--- src/rtl/mpw_pkg.sv ---
// Purpose: Constants and types for the multichannel pulse width output block.
// Assumes: 20 MHz reference clock, synchronous active-high reset.
// Notes: Register offsets are word indices on the plain register port.
// Function
// - Run rising edge starts wave, valid, busy
// - Contact selector 0..7, default zero
// - Microsecond or millisecond base, period ranges
// - Contact, base, period only used while running
// - Square wave high fraction follows duty percent
// - Valid and busy drop on fault/run low
// - Illegal parameter or runtime fault sets fault
// - Fault and code clear when run falls
// - Fault stops waveform on selected contact
// - Waveform only reaches output contacts
// - Distinct codes for each parameter fault
// - Contact reuse flagged with own code
package mpw_pkg;
    // Register indices
    localparam logic [3:0] MPW_REG_CTRL = 4'h0;
    localparam logic [3:0] MPW_REG_PERIOD = 4'h1;
    localparam logic [3:0] MPW_REG_DUTY = 4'h2;
    localparam logic [3:0] MPW_REG_STATUS = 4'h3;
    localparam logic [3:0] MPW_REG_IRQ_STAT = 4'h4;
    localparam logic [3:0] MPW_REG_IRQ_MASK = 4'h5;
    localparam logic [3:0] MPW_REG_CLAIMED = 4'h6;
    // Control field positions
    localparam int MPW_CTRL_RUN_BIT = 0;
    localparam int MPW_CTRL_BASE_BIT = 1;
    localparam int MPW_CTRL_PIN_LSB = 4;
    localparam int MPW_CTRL_FW_BIT = 8;
    // Interrupt bit positions
    localparam int MPW_IRQ_START_BIT = 0;
    localparam int MPW_IRQ_FAULT_BIT = 1;
    localparam int MPW_IRQ_STOP_BIT = 2;
    // Reset values
    localparam logic [15:0] MPW_PERIOD_RST = 16'h0001;
    localparam logic [6:0] MPW_DUTY_RST = 7'h00;
    localparam logic [2:0] MPW_PIN_RST = 3'h0;
    // Legal ranges
    localparam logic [15:0] MPW_PERIOD_MIN = 16'h0001;
    localparam logic [15:0] MPW_MS_PERIOD_MAX = 16'hA7C5;
    localparam logic [6:0] MPW_DUTY_MAX = 7'h64;
    // Timing: cycles per microsecond and per millisecond at 20 MHz
    localparam int MPW_CLK_MHZ = 20;
    localparam int MPW_US_PER_MS = 1000;
    localparam logic [15:0] MPW_CYC_PER_US = 16'(MPW_CLK_MHZ);
    localparam logic [15:0] MPW_CYC_PER_MS = 16'(MPW_CLK_MHZ * MPW_US_PER_MS);

    typedef enum logic {
        MPW_BASE_US = 1'b0,
        MPW_BASE_MS = 1'b1
    } mpw_base_type;

    typedef enum logic [2:0] {
        MPW_ERR_NONE = 3'b000,
        MPW_ERR_FW = 3'b001,
        MPW_ERR_PIN_RANGE = 3'b010,
        MPW_ERR_PIN_USED = 3'b011,
        MPW_ERR_BASE = 3'b100,
        MPW_ERR_PERIOD = 3'b101,
        MPW_ERR_RUNTIME = 3'b110
    } mpw_fault_type;

    typedef enum logic [1:0] {
        MPW_ST_IDLE = 2'b00,
        MPW_ST_RUN = 2'b01,
        MPW_ST_FAULT = 2'b10
    } mpw_state_type;
endpackage : mpw_pkg

--- src/rtl/mpw_tick.sv ---
// Purpose: Time base tick generator for the pulse width block.
// Assumes: Clock rate fixed by package constants.
// Notes: Restarts whenever clr_i is high so a new run begins aligned.
`timescale 1ns/10ps
module mpw_tick (
    // Clock and reset
    input wire logic clk_i,
    input wire logic rst_i,
    // Control
    input wire logic clr_i,
    input wire logic base_ms_i,
    // Tick
    output logic tick_o
);
    import mpw_pkg::*;

    logic [15:0] cnt_q;
    logic [15:0] limit;

    // Millisecond base needs 20000 cycles, still fits 16 bits
    assign limit = base_ms_i ? MPW_CYC_PER_MS : MPW_CYC_PER_US;

    // Free running divider, one pulse per time unit
    always_ff @(posedge clk_i) begin
        if (rst_i || clr_i) begin
            cnt_q <= 16'h0000;
            tick_o <= 1'b0;
        end else if (cnt_q == limit - 16'h0001) begin
            cnt_q <= 16'h0000;
            tick_o <= 1'b1;
        end else begin
            cnt_q <= cnt_q + 16'h0001;
            tick_o <= 1'b0;
        end
    end
endmodule : mpw_tick

--- src/rtl/mpw_top.sv ---
// Purpose: Eight-contact pulse width output with fault reporting.
// Assumes: Plain register port, read data one cycle after strobe.
// Notes: Duty is applied only at period boundaries to avoid glitches.
`timescale 1ns/10ps
module mpw_top #(
    parameter int NUM_PINS = 8
) (
    // Clock and reset
    input wire logic REF_CLK_I,
    input wire logic SYS_RST_I,
    // Register port
    input wire logic [3:0] REG_ADDR_I,
    input wire logic [31:0] REG_WDATA_I,
    input wire logic REG_WR_I,
    input wire logic REG_RD_I,
    output logic [31:0] REG_RDATA_O,
    // Contacts claimed by other generators
    input wire logic [NUM_PINS-1:0] PIN_CLAIMED_I,
    // Runtime fault from the output stage
    input wire logic RUN_FAULT_I,
    // Output contacts
    output logic [NUM_PINS-1:0] PWM_OUT_O,
    // Status
    output logic OUT_VALID_O,
    output logic IN_PROGRESS_O,
    output logic FAULT_FLAG_O,
    output logic [2:0] FAULT_CODE_O,
    output logic IRQ_O
);
    import mpw_pkg::*;

    typedef struct packed {
        logic run_request;
        logic run_prev;
        mpw_base_type period_time_base;
        logic [2:0] pin_sel;
        logic fw_ok;
        logic [15:0] period_val;
        logic [6:0] duty_percent;
        mpw_state_type state;
        mpw_fault_type fault_code;
        logic [2:0] act_pin;
        logic [15:0] act_period;
        logic [6:0] act_duty;
        logic [15:0] unit_cnt;
        logic [6:0] hund_cnt;
        logic [NUM_PINS-1:0] pwm_out;
        logic [2:0] irq_stat;
        logic [2:0] irq_mask;
        logic [31:0] rdata;
        logic irq;
    } mpw_regs_type;

    mpw_regs_type r_q, r_d;
    logic tick;
    logic run_rise;
    logic run_fall;
    mpw_fault_type chk;
    logic [2:0] ev;

    // Unit tick; cleared outside a run so every period starts whole
    mpw_tick u_tick (
        .clk_i(REF_CLK_I),
        .rst_i(SYS_RST_I),
        .clr_i(r_q.state != MPW_ST_RUN),
        .base_ms_i(r_q.act_period == 16'h0000 ? r_q.period_time_base == MPW_BASE_MS
                   : r_q.period_time_base == MPW_BASE_MS),
        .tick_o(tick)
    );

    // Parameter check, priority order: firmware, contact, reuse, base, period
    function automatic mpw_fault_type check_params(input logic fw, input logic [2:0] pin,
                                                   input logic [NUM_PINS-1:0] claimed,
                                                   input mpw_base_type base, input logic [15:0] per);
        mpw_fault_type res;
        res = MPW_ERR_NONE;
        if (!fw) begin
            res = MPW_ERR_FW;
        end else if (32'(pin) >= NUM_PINS) begin
            res = MPW_ERR_PIN_RANGE;
        end else if (claimed[pin]) begin
            res = MPW_ERR_PIN_USED;
        end else if (base != MPW_BASE_US && base != MPW_BASE_MS) begin
            res = MPW_ERR_BASE;
        end else if (per < MPW_PERIOD_MIN || (base == MPW_BASE_MS && per > MPW_MS_PERIOD_MAX)) begin
            res = MPW_ERR_PERIOD;
        end
        return res;
    endfunction : check_params

    assign run_rise = r_q.run_request && !r_q.run_prev;
    assign run_fall = !r_q.run_request && r_q.run_prev;
    assign chk = check_params(r_q.fw_ok, r_q.pin_sel, PIN_CLAIMED_I, r_q.period_time_base, r_q.period_val);

    // Next state of the whole block
    always_comb begin
        r_d = r_q;
        ev = 3'h0;
        r_d.run_prev = r_q.run_request;
        r_d.rdata = 32'h0000_0000;

        // Register writes
        if (REG_WR_I) begin
            if (REG_ADDR_I == MPW_REG_CTRL) begin
                r_d.run_request = REG_WDATA_I[MPW_CTRL_RUN_BIT];
                r_d.period_time_base = mpw_base_type'(REG_WDATA_I[MPW_CTRL_BASE_BIT]);
                r_d.pin_sel = REG_WDATA_I[MPW_CTRL_PIN_LSB +: 3];
                r_d.fw_ok = REG_WDATA_I[MPW_CTRL_FW_BIT];
            end else if (REG_ADDR_I == MPW_REG_PERIOD) begin
                r_d.period_val = REG_WDATA_I[15:0];
            end else if (REG_ADDR_I == MPW_REG_DUTY) begin
                // Out of range duty saturates rather than faulting
                r_d.duty_percent = (REG_WDATA_I[31:0] > 32'(MPW_DUTY_MAX)) ? MPW_DUTY_MAX
                                   : REG_WDATA_I[6:0];
            end else if (REG_ADDR_I == MPW_REG_IRQ_MASK) begin
                r_d.irq_mask = REG_WDATA_I[2:0];
            end
        end

        // Register reads, answer next cycle
        if (REG_RD_I) begin
            if (REG_ADDR_I == MPW_REG_CTRL) begin
                r_d.rdata = {23'h0, r_q.fw_ok, 1'b0, r_q.pin_sel, 2'h0, r_q.period_time_base, r_q.run_request};
            end else if (REG_ADDR_I == MPW_REG_PERIOD) begin
                r_d.rdata = {16'h0, r_q.period_val};
            end else if (REG_ADDR_I == MPW_REG_DUTY) begin
                r_d.rdata = {25'h0, r_q.duty_percent};
            end else if (REG_ADDR_I == MPW_REG_STATUS) begin
                r_d.rdata = {24'h0, r_q.fault_code, r_q.fault_code != MPW_ERR_NONE, 2'h0, r_q.state};
            end else if (REG_ADDR_I == MPW_REG_IRQ_STAT) begin
                r_d.rdata = {29'h0, r_q.irq_stat};
            end else if (REG_ADDR_I == MPW_REG_IRQ_MASK) begin
                r_d.rdata = {29'h0, r_q.irq_mask};
            end else if (REG_ADDR_I == MPW_REG_CLAIMED) begin
                r_d.rdata = 32'(PIN_CLAIMED_I);
            end
        end

        // Run state machine
        case (r_q.state)
            MPW_ST_IDLE: begin
                r_d.pwm_out = '0;
                if (run_rise) begin
                    if (chk != MPW_ERR_NONE) begin
                        r_d.state = MPW_ST_FAULT;
                        r_d.fault_code = chk;
                        ev[MPW_IRQ_FAULT_BIT] = 1'b1;
                    end else begin
                        r_d.state = MPW_ST_RUN;
                        r_d.act_pin = r_q.pin_sel;
                        r_d.act_period = r_q.period_val;
                        r_d.act_duty = r_q.duty_percent;
                        r_d.unit_cnt = 16'h0000;
                        r_d.hund_cnt = 7'h00;
                        ev[MPW_IRQ_START_BIT] = 1'b1;
                    end
                end
            end
            MPW_ST_RUN: begin
                if (!r_q.run_request) begin
                    r_d.state = MPW_ST_IDLE;
                    r_d.pwm_out = '0;
                    ev[MPW_IRQ_STOP_BIT] = 1'b1;
                end else if (RUN_FAULT_I || chk != MPW_ERR_NONE) begin
                    r_d.state = MPW_ST_FAULT;
                    r_d.fault_code = RUN_FAULT_I ? MPW_ERR_RUNTIME : chk;
                    r_d.pwm_out = '0;
                    ev[MPW_IRQ_FAULT_BIT] = 1'b1;
                end else begin
                    // Period split into 100 slots of period units each
                    r_d.act_pin = r_q.pin_sel;
                    if (tick) begin
                        if (r_q.unit_cnt >= r_q.act_period - 16'h0001) begin
                            r_d.unit_cnt = 16'h0000;
                            if (r_q.hund_cnt == MPW_DUTY_MAX - 7'h01) begin
                                r_d.hund_cnt = 7'h00;
                                r_d.act_duty = r_q.duty_percent;
                                r_d.act_period = r_q.period_val;
                            end else begin
                                r_d.hund_cnt = r_q.hund_cnt + 7'h01;
                            end
                        end else begin
                            r_d.unit_cnt = r_q.unit_cnt + 16'h0001;
                        end
                    end
                    r_d.pwm_out = '0;
                    // Only the output contact bank is driven
                    r_d.pwm_out[r_q.act_pin] = r_q.hund_cnt < r_q.act_duty;
                end
            end
            MPW_ST_FAULT: begin
                r_d.pwm_out = '0;
                if (!r_q.run_request) begin
                    r_d.state = MPW_ST_IDLE;
                    r_d.fault_code = MPW_ERR_NONE;
                end
            end
            default: begin
                r_d.state = MPW_ST_IDLE;
            end
        endcase

        // Sticky events, set wins over write-one clear
        if (REG_WR_I && REG_ADDR_I == MPW_REG_IRQ_STAT) begin
            r_d.irq_stat = r_q.irq_stat & ~REG_WDATA_I[2:0];
        end
        r_d.irq_stat = r_d.irq_stat | ev;
        r_d.irq = |(r_d.irq_stat & r_d.irq_mask);
    end

    // Single state register
    always_ff @(posedge REF_CLK_I) begin
        if (SYS_RST_I) begin
            r_q <= '0;
            r_q.period_time_base <= MPW_BASE_US;
            r_q.pin_sel <= MPW_PIN_RST;
            r_q.period_val <= MPW_PERIOD_RST;
            r_q.duty_percent <= MPW_DUTY_RST;
            r_q.fw_ok <= 1'b1;
            r_q.state <= MPW_ST_IDLE;
            r_q.fault_code <= MPW_ERR_NONE;
        end else begin
            r_q <= r_d;
        end
    end

    // Outputs straight from the state register
    assign REG_RDATA_O = r_q.rdata;
    assign PWM_OUT_O = r_q.pwm_out;
    assign OUT_VALID_O = r_q.state == MPW_ST_RUN;
    assign IN_PROGRESS_O = r_q.state == MPW_ST_RUN;
    assign FAULT_FLAG_O = r_q.state == MPW_ST_FAULT;
    assign FAULT_CODE_O = r_q.fault_code;
    assign IRQ_O = r_q.irq;
endmodule : mpw_top
--- config.mk ---
export PLATFORM = sky130hd
export DESIGN_NAME = mpw_top
export DESIGN_NICKNAME = d
export VERILOG_FILES = /design/src/rtl/mpw_pkg.sv /design/src/rtl/mpw_tick.sv /design/src/rtl/mpw_top.sv
export SDC_FILE = /design/constraint.sdc
export NUM_CORES = 1
export LEC_CHECK = 0
export BUFFER_PORTS_ARGS = -buffer_cell sky130_fd_sc_hd__buf_2
export CAP_MARGIN = 5
export CELL_PAD_IN_SITES_DETAIL_PLACEMENT = 0
export CELL_PAD_IN_SITES_GLOBAL_PLACEMENT = 2
export CORE_UTILIZATION = 37
export CTS_CLUSTER_SIZE = 24
export DETAILED_ROUTE_END_ITERATION = 16
export GPL_ROUTABILITY_DRIVEN = 0
export PLACE_DENSITY = 0.85
export REMOVE_ABC_BUFFERS = 1
export SETUP_SLACK_MARGIN = 0.3
export SLEW_MARGIN = 15
export SYNTH_ARGS = -nofsm -noshare
export SYNTH_HDL_FRONTEND = slang
export SYNTH_SLANG_ARGS = --single-unit
--- constraint.sdc ---
create_clock -name REF_CLK_I -period 9 [get_ports REF_CLK_I]
set_input_delay 1.8 -clock REF_CLK_I [delete_from_list [all_inputs] [get_ports REF_CLK_I]]
set_output_delay 1.8 -clock REF_CLK_I [all_outputs]
set_load 0.1 [all_outputs]
==> flow_summary.json, run 1 <==
{
  "fp.dieW_um": 140,
  "end_kind": "flip-flop",
  "power.static_leakage_nw": 3.09,
  "final.setup.tns_ps": 0,
  "worst_stage_delay_on_the_critical_path_ps": 680,
  "finClkSkew_ps": 10.4,
  "ys_ff_latch": 132,
  "cts_tree": "yes",
  "route.detailed.vias_per_inst": 5.28,
  "hold_depth": 2,
  "grt_start_max_net_pins": 57,
  "worst_pin_slew_ps": 869,
  "cp.buffers_inverters": 1,
  "wl_per_cell_um": 16.5,
  "yosysUniqueCellTypes": 66,
  "timing.hold.worst.class": "reg2reg",
  "grt_pass1_vias": 5634,
  "core_area_um2": 18600,
  "most-common-layout-cells": "sky130_fd_sc_hd__nand2_1 (136), sky130_fd_sc_hd__dfxtp_1 (132), sky130_fd_sc_hd__buf_2 (79), sky130_fd_sc_hd__nor2_1 (69), sky130_fd_sc_hd__a21oi_1 (39)",
  "postLayoutCoreUtil_pct": 42.6,
  "critical_path.cell_chain": "buf_2 -> nor2b_1 -> a2111oi_0 -> o41a_2 -> nand2_1 -> nor2_1 -> nand3_1 -> o41ai_1",
  "status": "complete, no violations",
  "cts_made_buffers": 17,
  "num_antenna_cells": 0,
  "clkSinkCount": 132,
  "post_detailed_route_drc_marker_count": 0,
  "drt_pass1_iterations": 5,
  "cts_setup_buffers": 0,
  "die-area_um2": 19500,
  "worst_hold_path.endpoint": "PWM_OUT_O[5]",
  "route.vias.total": 5953,
  "finalNonFillerCells": 1128,
  "post_route_cells_drive_above_1_share_pct": 14.3,
  "crit-reg2reg-capture": "r_q[54]",
  "swShare_pct": 31.6,
  "drt_first_iter_violations": 446,
  "synthFlopType": "sky130_fd_sc_hd__dfxtp_1",
  "die-height_um": 140,
  "power.switching_mw": 0.508,
  "floorplan.rows": 50,
  "worst_case_setup_margin_in_the_final_layout_ps": 4820,
  "max_clock_freq_mhz": 239,
  "ir_drop_worst_case_vdd_uv": 132,
  "path_max_fanout": 13,
  "timing_worst_setup_path_type": "in2reg",
  "relSlewSlack_pct": 41.9,
  "max-clock-path-buffers": 2,
  "syn_to_final_growth_pct": 13.1,
  "finalCritPeriodShare_pct": 46.4,
  "maxCapViolCount": 0,
  "clk_tree_root_cell": "sky130_fd_sc_hd__clkbuf_16",
  "total_power_mw": 1.60,
  "clkSlewWorstSetupHoldPaths_ps": 60,
  "post_synth.cell_area_avg_um2": 8.37,
  "critical_path.reg2reg.startpoint": "r_q[79]",
  "pre_cts_slack_ps": 4410,
  "worstSkewPairLatency_ps": 420,
  "drt.antenna.violating_nets": 0,
  "finalNetCount": 961,
  "rsz_0062_raised_after_global_routing": "false",
  "power.density_cell_area_nw_per_um2": 202,
  "r2r_slack_ps": 4890,
  "crit_path_top_delay_cell": "sky130_fd_sc_hd__nor2_1",
  "edff_count_synth": 0,
  "cts-resized-gates": 0,
  "syn_area_um2": 7030,
  "grt_first_pass_wirelength_um": 30600,
  "syn-instance-count": 840,
  "setup_violations_final": 0,
  "proportion_of_power_drawn_by_the_clock_network_pct": 44.8,
  "rr_worst_depth": 12,
  "count_of_boundary_i_o_pins": 96,
  "share_comb_of_total_power_pct": 17.2,
  "start_kind": "primary input",
  "hold_path_startpoint": "PWM_OUT_O[5]",
  "antenna_found_initial": 0,
  "htree_levels": 4,
  "layout.cells.most_common": "sky130_fd_sc_hd__nand2_1",
  "power_frac_seq_pct": 38.0,
  "grt_overflow_total": 0,
  "slew_violations": 0,
  "drt_wl_total_um": 18600,
  "critPathTopFamily": "compound AO/OA/AOI/OAI gates",
  "grt_usage_pct": 19.9,
  "count_of_buffers_from_port_buffering": 79,
  "cts_hold_buffers": 0,
  "numPlacedInstances": 1096,
  "synth-async-reset-ratio_pct": 0,
  "final.min_clock_period_ps": 4180,
  "internal-power_mw": 1.10,
  "initial_core_util_pct": 37.7,
  "synth_warnings": 0,
  "critPathArrivalTime_ps": 4490,
  "synth.yosys.seq_area_share_pct": 37.6,
  "dp.final_hpwl_um": 13600,
  "finalHoldViolations": 0,
  "critPathRequiredTime_ps": 9310
}
==> Yosys cell counts, types with 3 or more instances <==
cell,instances,area (um^2)
sky130_fd_sc_hd__and2_1,13,81.3
sky130_fd_sc_hd__xnor2_1,17,149
sky130_fd_sc_hd__nor2_1,69,259
sky130_fd_sc_hd__inv_1,29,109
sky130_fd_sc_hd__o41ai_1,4,35.0
sky130_fd_sc_hd__a221oi_1,8,70.1
sky130_fd_sc_hd__mux2i_1,34,340
sky130_fd_sc_hd__clkbuf_1,24,90.1
sky130_fd_sc_hd__o21ai_0,24,120
sky130_fd_sc_hd__a21oi_1,39,195
sky130_fd_sc_hd__nor3b_1,6,45.0
sky130_fd_sc_hd__buf_2,3,15.0
sky130_fd_sc_hd__nor4_1,18,113
sky130_fd_sc_hd__a211oi_1,3,22.5
sky130_fd_sc_hd__o211ai_1,6,45.0
sky130_fd_sc_hd__mux2_2,4,45.0
sky130_fd_sc_hd__xor2_1,15,131
sky130_fd_sc_hd__dfxtp_1,132,2640
sky130_fd_sc_hd__o2111a_1,3,33.8
sky130_fd_sc_hd__nor2b_1,10,62.6
sky130_fd_sc_hd__and3_1,10,62.6
sky130_fd_sc_hd__a22oi_1,8,60.1
sky130_fd_sc_hd__nand4_1,12,75.1
sky130_fd_sc_hd__or4_1,4,30.0
sky130_fd_sc_hd__nand3_1,29,145
sky130_fd_sc_hd__buf_4,44,330
sky130_fd_sc_hd__a32o_1,14,140
sky130_fd_sc_hd__nor3_1,24,120
sky130_fd_sc_hd__buf_1,4,15.0
sky130_fd_sc_hd__a222oi_1,4,40.0
sky130_fd_sc_hd__a21o_1,6,45.0
sky130_fd_sc_hd__o31ai_1,5,37.5
sky130_fd_sc_hd__ha_1,31,388
sky130_fd_sc_hd__nand2_1,136,510
sky130_fd_sc_hd__nand2b_1,5,31.3
==> state kept, by name (all words and copies together) (netlist names) <==
name	flops
FAULT_CODE_O	3
IRQ_O	1
PWM_OUT_O	8
REG_RDATA_O	16
r_d	1
r_q	86
u_tick.cnt_q	16
u_tick.tick_o	1
==> kinds of logic after synthesis <==
kind of cell	after synthesis	synth area share [%]
and+or+nand+nor	348	23.6
AOI/OAI and AO/OA	152	15.5
DFF	132	37.6
buffers and inverters	106	8.28
muxes	38	5.48
xor gates and xnor gates	32	3.99
adders and majority gates	31	5.52
other	1	0.0534
==> layer usage <==
layer | vias to the layer above | wire (um) | GRT usage [%] | share of wire (%)
met2 | 142 | 8400 | 30.9 | 45
met3 | 21 | 735 | 3.85 | 3.9
met1 | 2760 | 9140 | 27.4 | 49
li1 | 3030 | - | - | -
met5 | - | 0 | 0 | 0
met4 | 0 | 326 | 6.65 | 1.8
==> final cells by class <==
class	count	area (um^2)
well taps	234	293
repair buffers	84	433
flip-flops and latches	132	2640
clock inverters	13	174
clock buffers	19	433
fillers	1872	10700
multi-input cells	617	3860
inverters	29	109
==> power groups by stage <==
stage / sequential [mW] / combinational (mW) / clock (mW)
finish: 0.609 / 0.276 / 0.718
global route: 0.610 / 0.299 / 0.760
CTS: 0.609 / 0.275 / 0.731
detailed placement: 0.622 / 0.274 / 0
global placement: 0.621 / 0.275 / 0
floorplan: 0.640 / 0.179 / 0
==> worst max path at each step <==
| stage | to | startpoint | slack, ps | cells after the start |
|---|---|---|---|---|
| finish | r_q[53] | PIN_CLAIMED_I[0] | 4820 | 8 |
| floorplan | r_q[70] | r_q[100] | 4710 | 7 |
| detailed placement | r_q[53] | PIN_CLAIMED_I[0] | 4410 | 8 |
| CTS | r_q[54] | r_q[79] | 4800 | 12 |
| global placement | r_q[53] | PIN_CLAIMED_I[0] | 4380 | 8 |
| global route | r_q[54] | r_q[79] | 4420 | 12 |
==> metrics by stage <==
stage	cell area (um^2)	hold WS, ps
CTS	7950	457
global placement	7340	442
detailed placement	7340	444
finish	7950	447
global route	7950	478
floorplan	6610	430
==> worst register-to-register path: cells and delay by family (launching register included) <==
kind	cells	cell delay, ps
AOI/OAI and AO/OA	5	1630
and+or+nand+nor	5	1620
DFF	1	350
adders and majority gates	1	270
xor gates and xnor gates	1	160
Note: power is estimated with default switching activity, not from simulation.
==> run 2, diff against run 1 <==
--- a/config.mk
+++ b/config.mk
@@ -5,15 +5,16 @@
 export SDC_FILE = /design/constraint.sdc
 export NUM_CORES = 1
 export LEC_CHECK = 0
+export ABC_AREA = 1
 export BUFFER_PORTS_ARGS = -buffer_cell sky130_fd_sc_hd__buf_2
 export CAP_MARGIN = 5
 export CELL_PAD_IN_SITES_DETAIL_PLACEMENT = 0
 export CELL_PAD_IN_SITES_GLOBAL_PLACEMENT = 2
-export CORE_UTILIZATION = 37
+export CORE_UTILIZATION = 29
 export CTS_CLUSTER_SIZE = 24
 export DETAILED_ROUTE_END_ITERATION = 16
 export GPL_ROUTABILITY_DRIVEN = 0
-export PLACE_DENSITY = 0.85
+export PLACE_DENSITY = 0.75
 export REMOVE_ABC_BUFFERS = 1
 export SETUP_SLACK_MARGIN = 0.3
 export SLEW_MARGIN = 15
==> constraint.sdc (replaced) <==
create_clock -name REF_CLK_I -period 3.5 [get_ports REF_CLK_I]
set_input_delay 0.7 -clock REF_CLK_I [delete_from_list [all_inputs] [get_ports REF_CLK_I]]
set_output_delay 0.7 -clock REF_CLK_I [all_outputs]
set_load 0.1 [all_outputs]
==> flow_summary.json, run 2 <==
{
  "finalCritPeriodShare_pct": 87.5,
  "hold_path_startpoint": "PWM_OUT_O[0]",
  "rr_worst_depth": 21,
  "finalNonFillerCells": 1496,
  "ff_latch_area_um2": 2650,
  "grt_start_max_net_pins": 52,
  "r2r_slack_ps": 440,
  "cts_tree": "yes",
  "yosysUniqueCellTypes": 50,
  "htree_levels": 4,
  "hold_depth": 2,
  "clkSinkCount": 132,
  "max-clock-path-buffers": 2,
  "clkSlewWorstSetupHoldPaths_ps": 60,
  "synth.cells.most_frequent": "sky130_fd_sc_hd__nand2_1 (218), sky130_fd_sc_hd__nor2_1 (157), sky130_fd_sc_hd__dfxtp_1 (132), sky130_fd_sc_hd__inv_1 (132), sky130_fd_sc_hd__a21oi_1 (80)",
  "syn-instance-count": 1087,
  "synth_warnings": 0,
  "synthDominantAreaCellType": "sky130_fd_sc_hd__dfxtp_1",
  "synth-async-reset-ratio_pct": 0,
  "timing.hold.worst.class": "reg2reg",
  "edff_count_synth": 0,
  "end_kind": "flip-flop",
  "syn_to_final_growth_pct": 18.9,
  "ys_ff_latch": 132,
  "grt_pass1_vias": 6419,
  "start_kind": "flip-flop",
  "floorplan.rows": 58,
  "post_route_cells_drive_above_1_share_pct": 17.2,
  "multi_input_gate_area_in_the_final_layout_um2": 4090,
  "proportion_of_power_drawn_by_the_clock_network_pct": 24.8,
  "post_synth.cell_area_avg_um2": 6.91,
  "numPlacedInstances": 1454,
  "synth.top_cells.by_area": "sky130_fd_sc_hd__dfxtp_1 (35%), sky130_fd_sc_hd__nand2_1 (11%), sky130_fd_sc_hd__nor2_1 (7.8%)",
  "die-area_um2": 26600,
  "finalHoldViolations": 0,
  "final.min_clock_period_ps": 3060,
  "slew_violations": 0,
  "finalNetCount": 1233,
  "layout.filler_cells": 2748,
  "cts_hold_buffers": 0,
  "synthFlopType": "sky130_fd_sc_hd__dfxtp_1",
  "worst_pin_slew_ps": 648,
  "core_area_um2": 25300,
  "crit-reg2reg-capture": "r_q[92]",
  "drt_first_iter_violations": 353,
  "ir_drop_worst_case_vdd_uv": 438,
  "grt_first_pass_wirelength_um": 34200,
  "cell_with_the_most_instances_after_synthesis": "sky130_fd_sc_hd__nand2_1",
  "path_max_fanout": 7,
  "power.density_cell_area_nw_per_um2": 879,
  "max_clock_freq_mhz": 326,
  "wl_per_cell_um": 14.4,
  "power.static_leakage_nw": 3.81,
  "number_of_flip_flops_under_the_largest_register_name": 86,
  "synth.yosys.seq_area_share_pct": 35.2,
  "post_detailed_route_drc_marker_count": 0,
  "synth_largest_type_area_fraction_pct": 35.2,
  "clk_tree_root_cell": "sky130_fd_sc_hd__clkbuf_16",
  "grt_usage_pct": 16.6,
  "worstSkewPairLatency_ps": 430,
  "swShare_pct": 44.8,
  "route.vias.total": 6888,
  "num_antenna_cells": 0,
  "critPathRequiredTime_ps": 3820,
  "timing_worst_setup_path_type": "reg2reg",
  "drt.antenna.violating_nets": 0,
  "worst_hold_path.endpoint": "PWM_OUT_O[0]",
  "most-common-layout-cells": "sky130_fd_sc_hd__nand2_1 (202), sky130_fd_sc_hd__nor2_1 (153), sky130_fd_sc_hd__dfxtp_1 (128), sky130_fd_sc_hd__inv_1 (125)",
  "finClkSkew_ps": 16.7,
  "share_comb_of_total_power_pct": 49.9,
  "die-height_um": 163,
  "syn_area_um2": 7510,
  "worst_hold_slack_ps": 459,
  "drt_wl_total_um": 21600,
  "initial_core_util_pct": 29.7,
  "fp.dieW_um": 163,
  "cts_made_buffers": 17,
  "maxCapViolCount": 0,
  "internal-power_mw": 4.34,
  "count_of_buffers_from_port_buffering": 79,
  "postLayoutCoreUtil_pct": 35.3,
  "layout.cells.most_common": "sky130_fd_sc_hd__nand2_1",
  "power_frac_seq_pct": 25.3,
  "relSlewSlack_pct": 56.7,
  "drt_pass1_iterations": 4,
  "rsz_0062_raised_after_global_routing": "true",
  "grt_overflow_total": 0,
  "top_reg_by_flops": "r_q",
  "critical_path.reg2reg.startpoint": "r_q[77]",
  "power.switching_mw": 3.51,
  "status": "complete, no violations",
  "count_of_boundary_i_o_pins": 96,
  "antenna_found_initial": 0,
  "dp.final_hpwl_um": 16000,
  "critPathArrivalTime_ps": 3380,
  "setup_violations_final": 0,
  "route.detailed.vias_per_inst": 4.60
}
-- run 2: worst max-delay path, stage by stage, from the launching register on --
cell and delay, ps:
sky130_fd_sc_hd__dfxtp_2 320, sky130_fd_sc_hd__inv_2 80, sky130_fd_sc_hd__ha_4 150, sky130_fd_sc_hd__nand2_4 60, sky130_fd_sc_hd__nor3_4 170, sky130_fd_sc_hd__and2_4 190
sky130_fd_sc_hd__nand2_4 50, sky130_fd_sc_hd__nor2_4 140, sky130_fd_sc_hd__inv_2 60, sky130_fd_sc_hd__nand2_2 60, sky130_fd_sc_hd__inv_2 50, sky130_fd_sc_hd__ha_4 250
sky130_fd_sc_hd__nand4_1 150, sky130_fd_sc_hd__nor3_4 240, sky130_fd_sc_hd__nand3_2 100, sky130_fd_sc_hd__nand4_1 210, sky130_fd_sc_hd__nand3_4 150, sky130_fd_sc_hd__nor2_8 220
sky130_fd_sc_hd__clkbuf_16 180, sky130_fd_sc_hd__nand2_1 50, sky130_fd_sc_hd__nand2_1 50, sky130_fd_sc_hd__nor2_1 40
-- run 2: stage by stage --
step / instance area, um^2 / power [mW] / setup slack (ps) / setup TNS, ps
final: 8930 / 7.85 / 437 / 0
after global routing: 8930 / 8.50 / 212 / 0
after CTS: 8660 / 7.35 / 324 / 0
after detailed placement: 8010 / 5.36 / 128 / 0
after global placement: 8010 / 5.34 / 201 / 0
after floorplan: 7090 / 4.46 / -352 / -8010
-- run 2: power groups by stage --
stage	Sequential (mW)	Clock, mW	Combinational (mW)
2_1_floorplan	2.05	0	2.41
3_3_place_gp	2.01	0	3.33
3_5_place_dp	2.00	0	3.36
4_1_cts	1.97	1.98	3.40
5_1_grt	2.03	2.05	4.42
6_report	1.99	1.94	3.92
-- run 2: final cells by class --
cell class	instances	area share, %
clock buffer	18	4.92
inverter	142	5.97
clock inverter	14	2.13
multi-input combinational	759	45.8
timing repair buffer	101	6.94
sequential	132	29.6
tap	330	4.62
-- run 2: routing by layer --
| layer | share of wire [%] | track usage, % | vias to the layer above | wire (um) |
|---|---|---|---|---|
| li1 | - | - | 3638 | - |
| met1 | 51 | 23.0 | 3137 | 11000 |
| met2 | 46 | 26.2 | 97 | 9940 |
| met3 | 2.3 | 2.88 | 16 | 500 |
| met4 | 1.1 | 4.55 | 0 | 227 |
| met5 | 0 | 0 | - | 0 |
-- run 2: worst max path at each step --
stage	start	endpoint	slack, ps	cells after the start
6_report	r_q[77]	r_q[92]	440	21
3_3_place_gp	r_q[77]	r_q[84]	200	21
5_1_grt	r_q[77]	r_q[78]	210	21
2_1_floorplan	r_q[100]	r_q[53]	-350	9
3_5_place_dp	r_q[77]	r_q[79]	130	21
4_1_cts	r_q[77]	r_q[62]	320	19
-- run 2: cell families after synthesis --
group           after synthesis  synth area share, %
compound gates              159                 11.6
xor+xnor                     25                 2.91
fa+ha+maj                    31                 5.16
buf+inv                     212                 13.4
flops                       132                 35.2
other cells                   1               0.0499
simple gates                527                 31.6
-- run 2: timing repair --
action | in CTS | in global routing
gates resized for setup | 2 | 52
setup endpoints to repair | 35 | 46
buffers inserted | 1 | 4
pin swaps | 2 | 22
cloned | 0 | 5
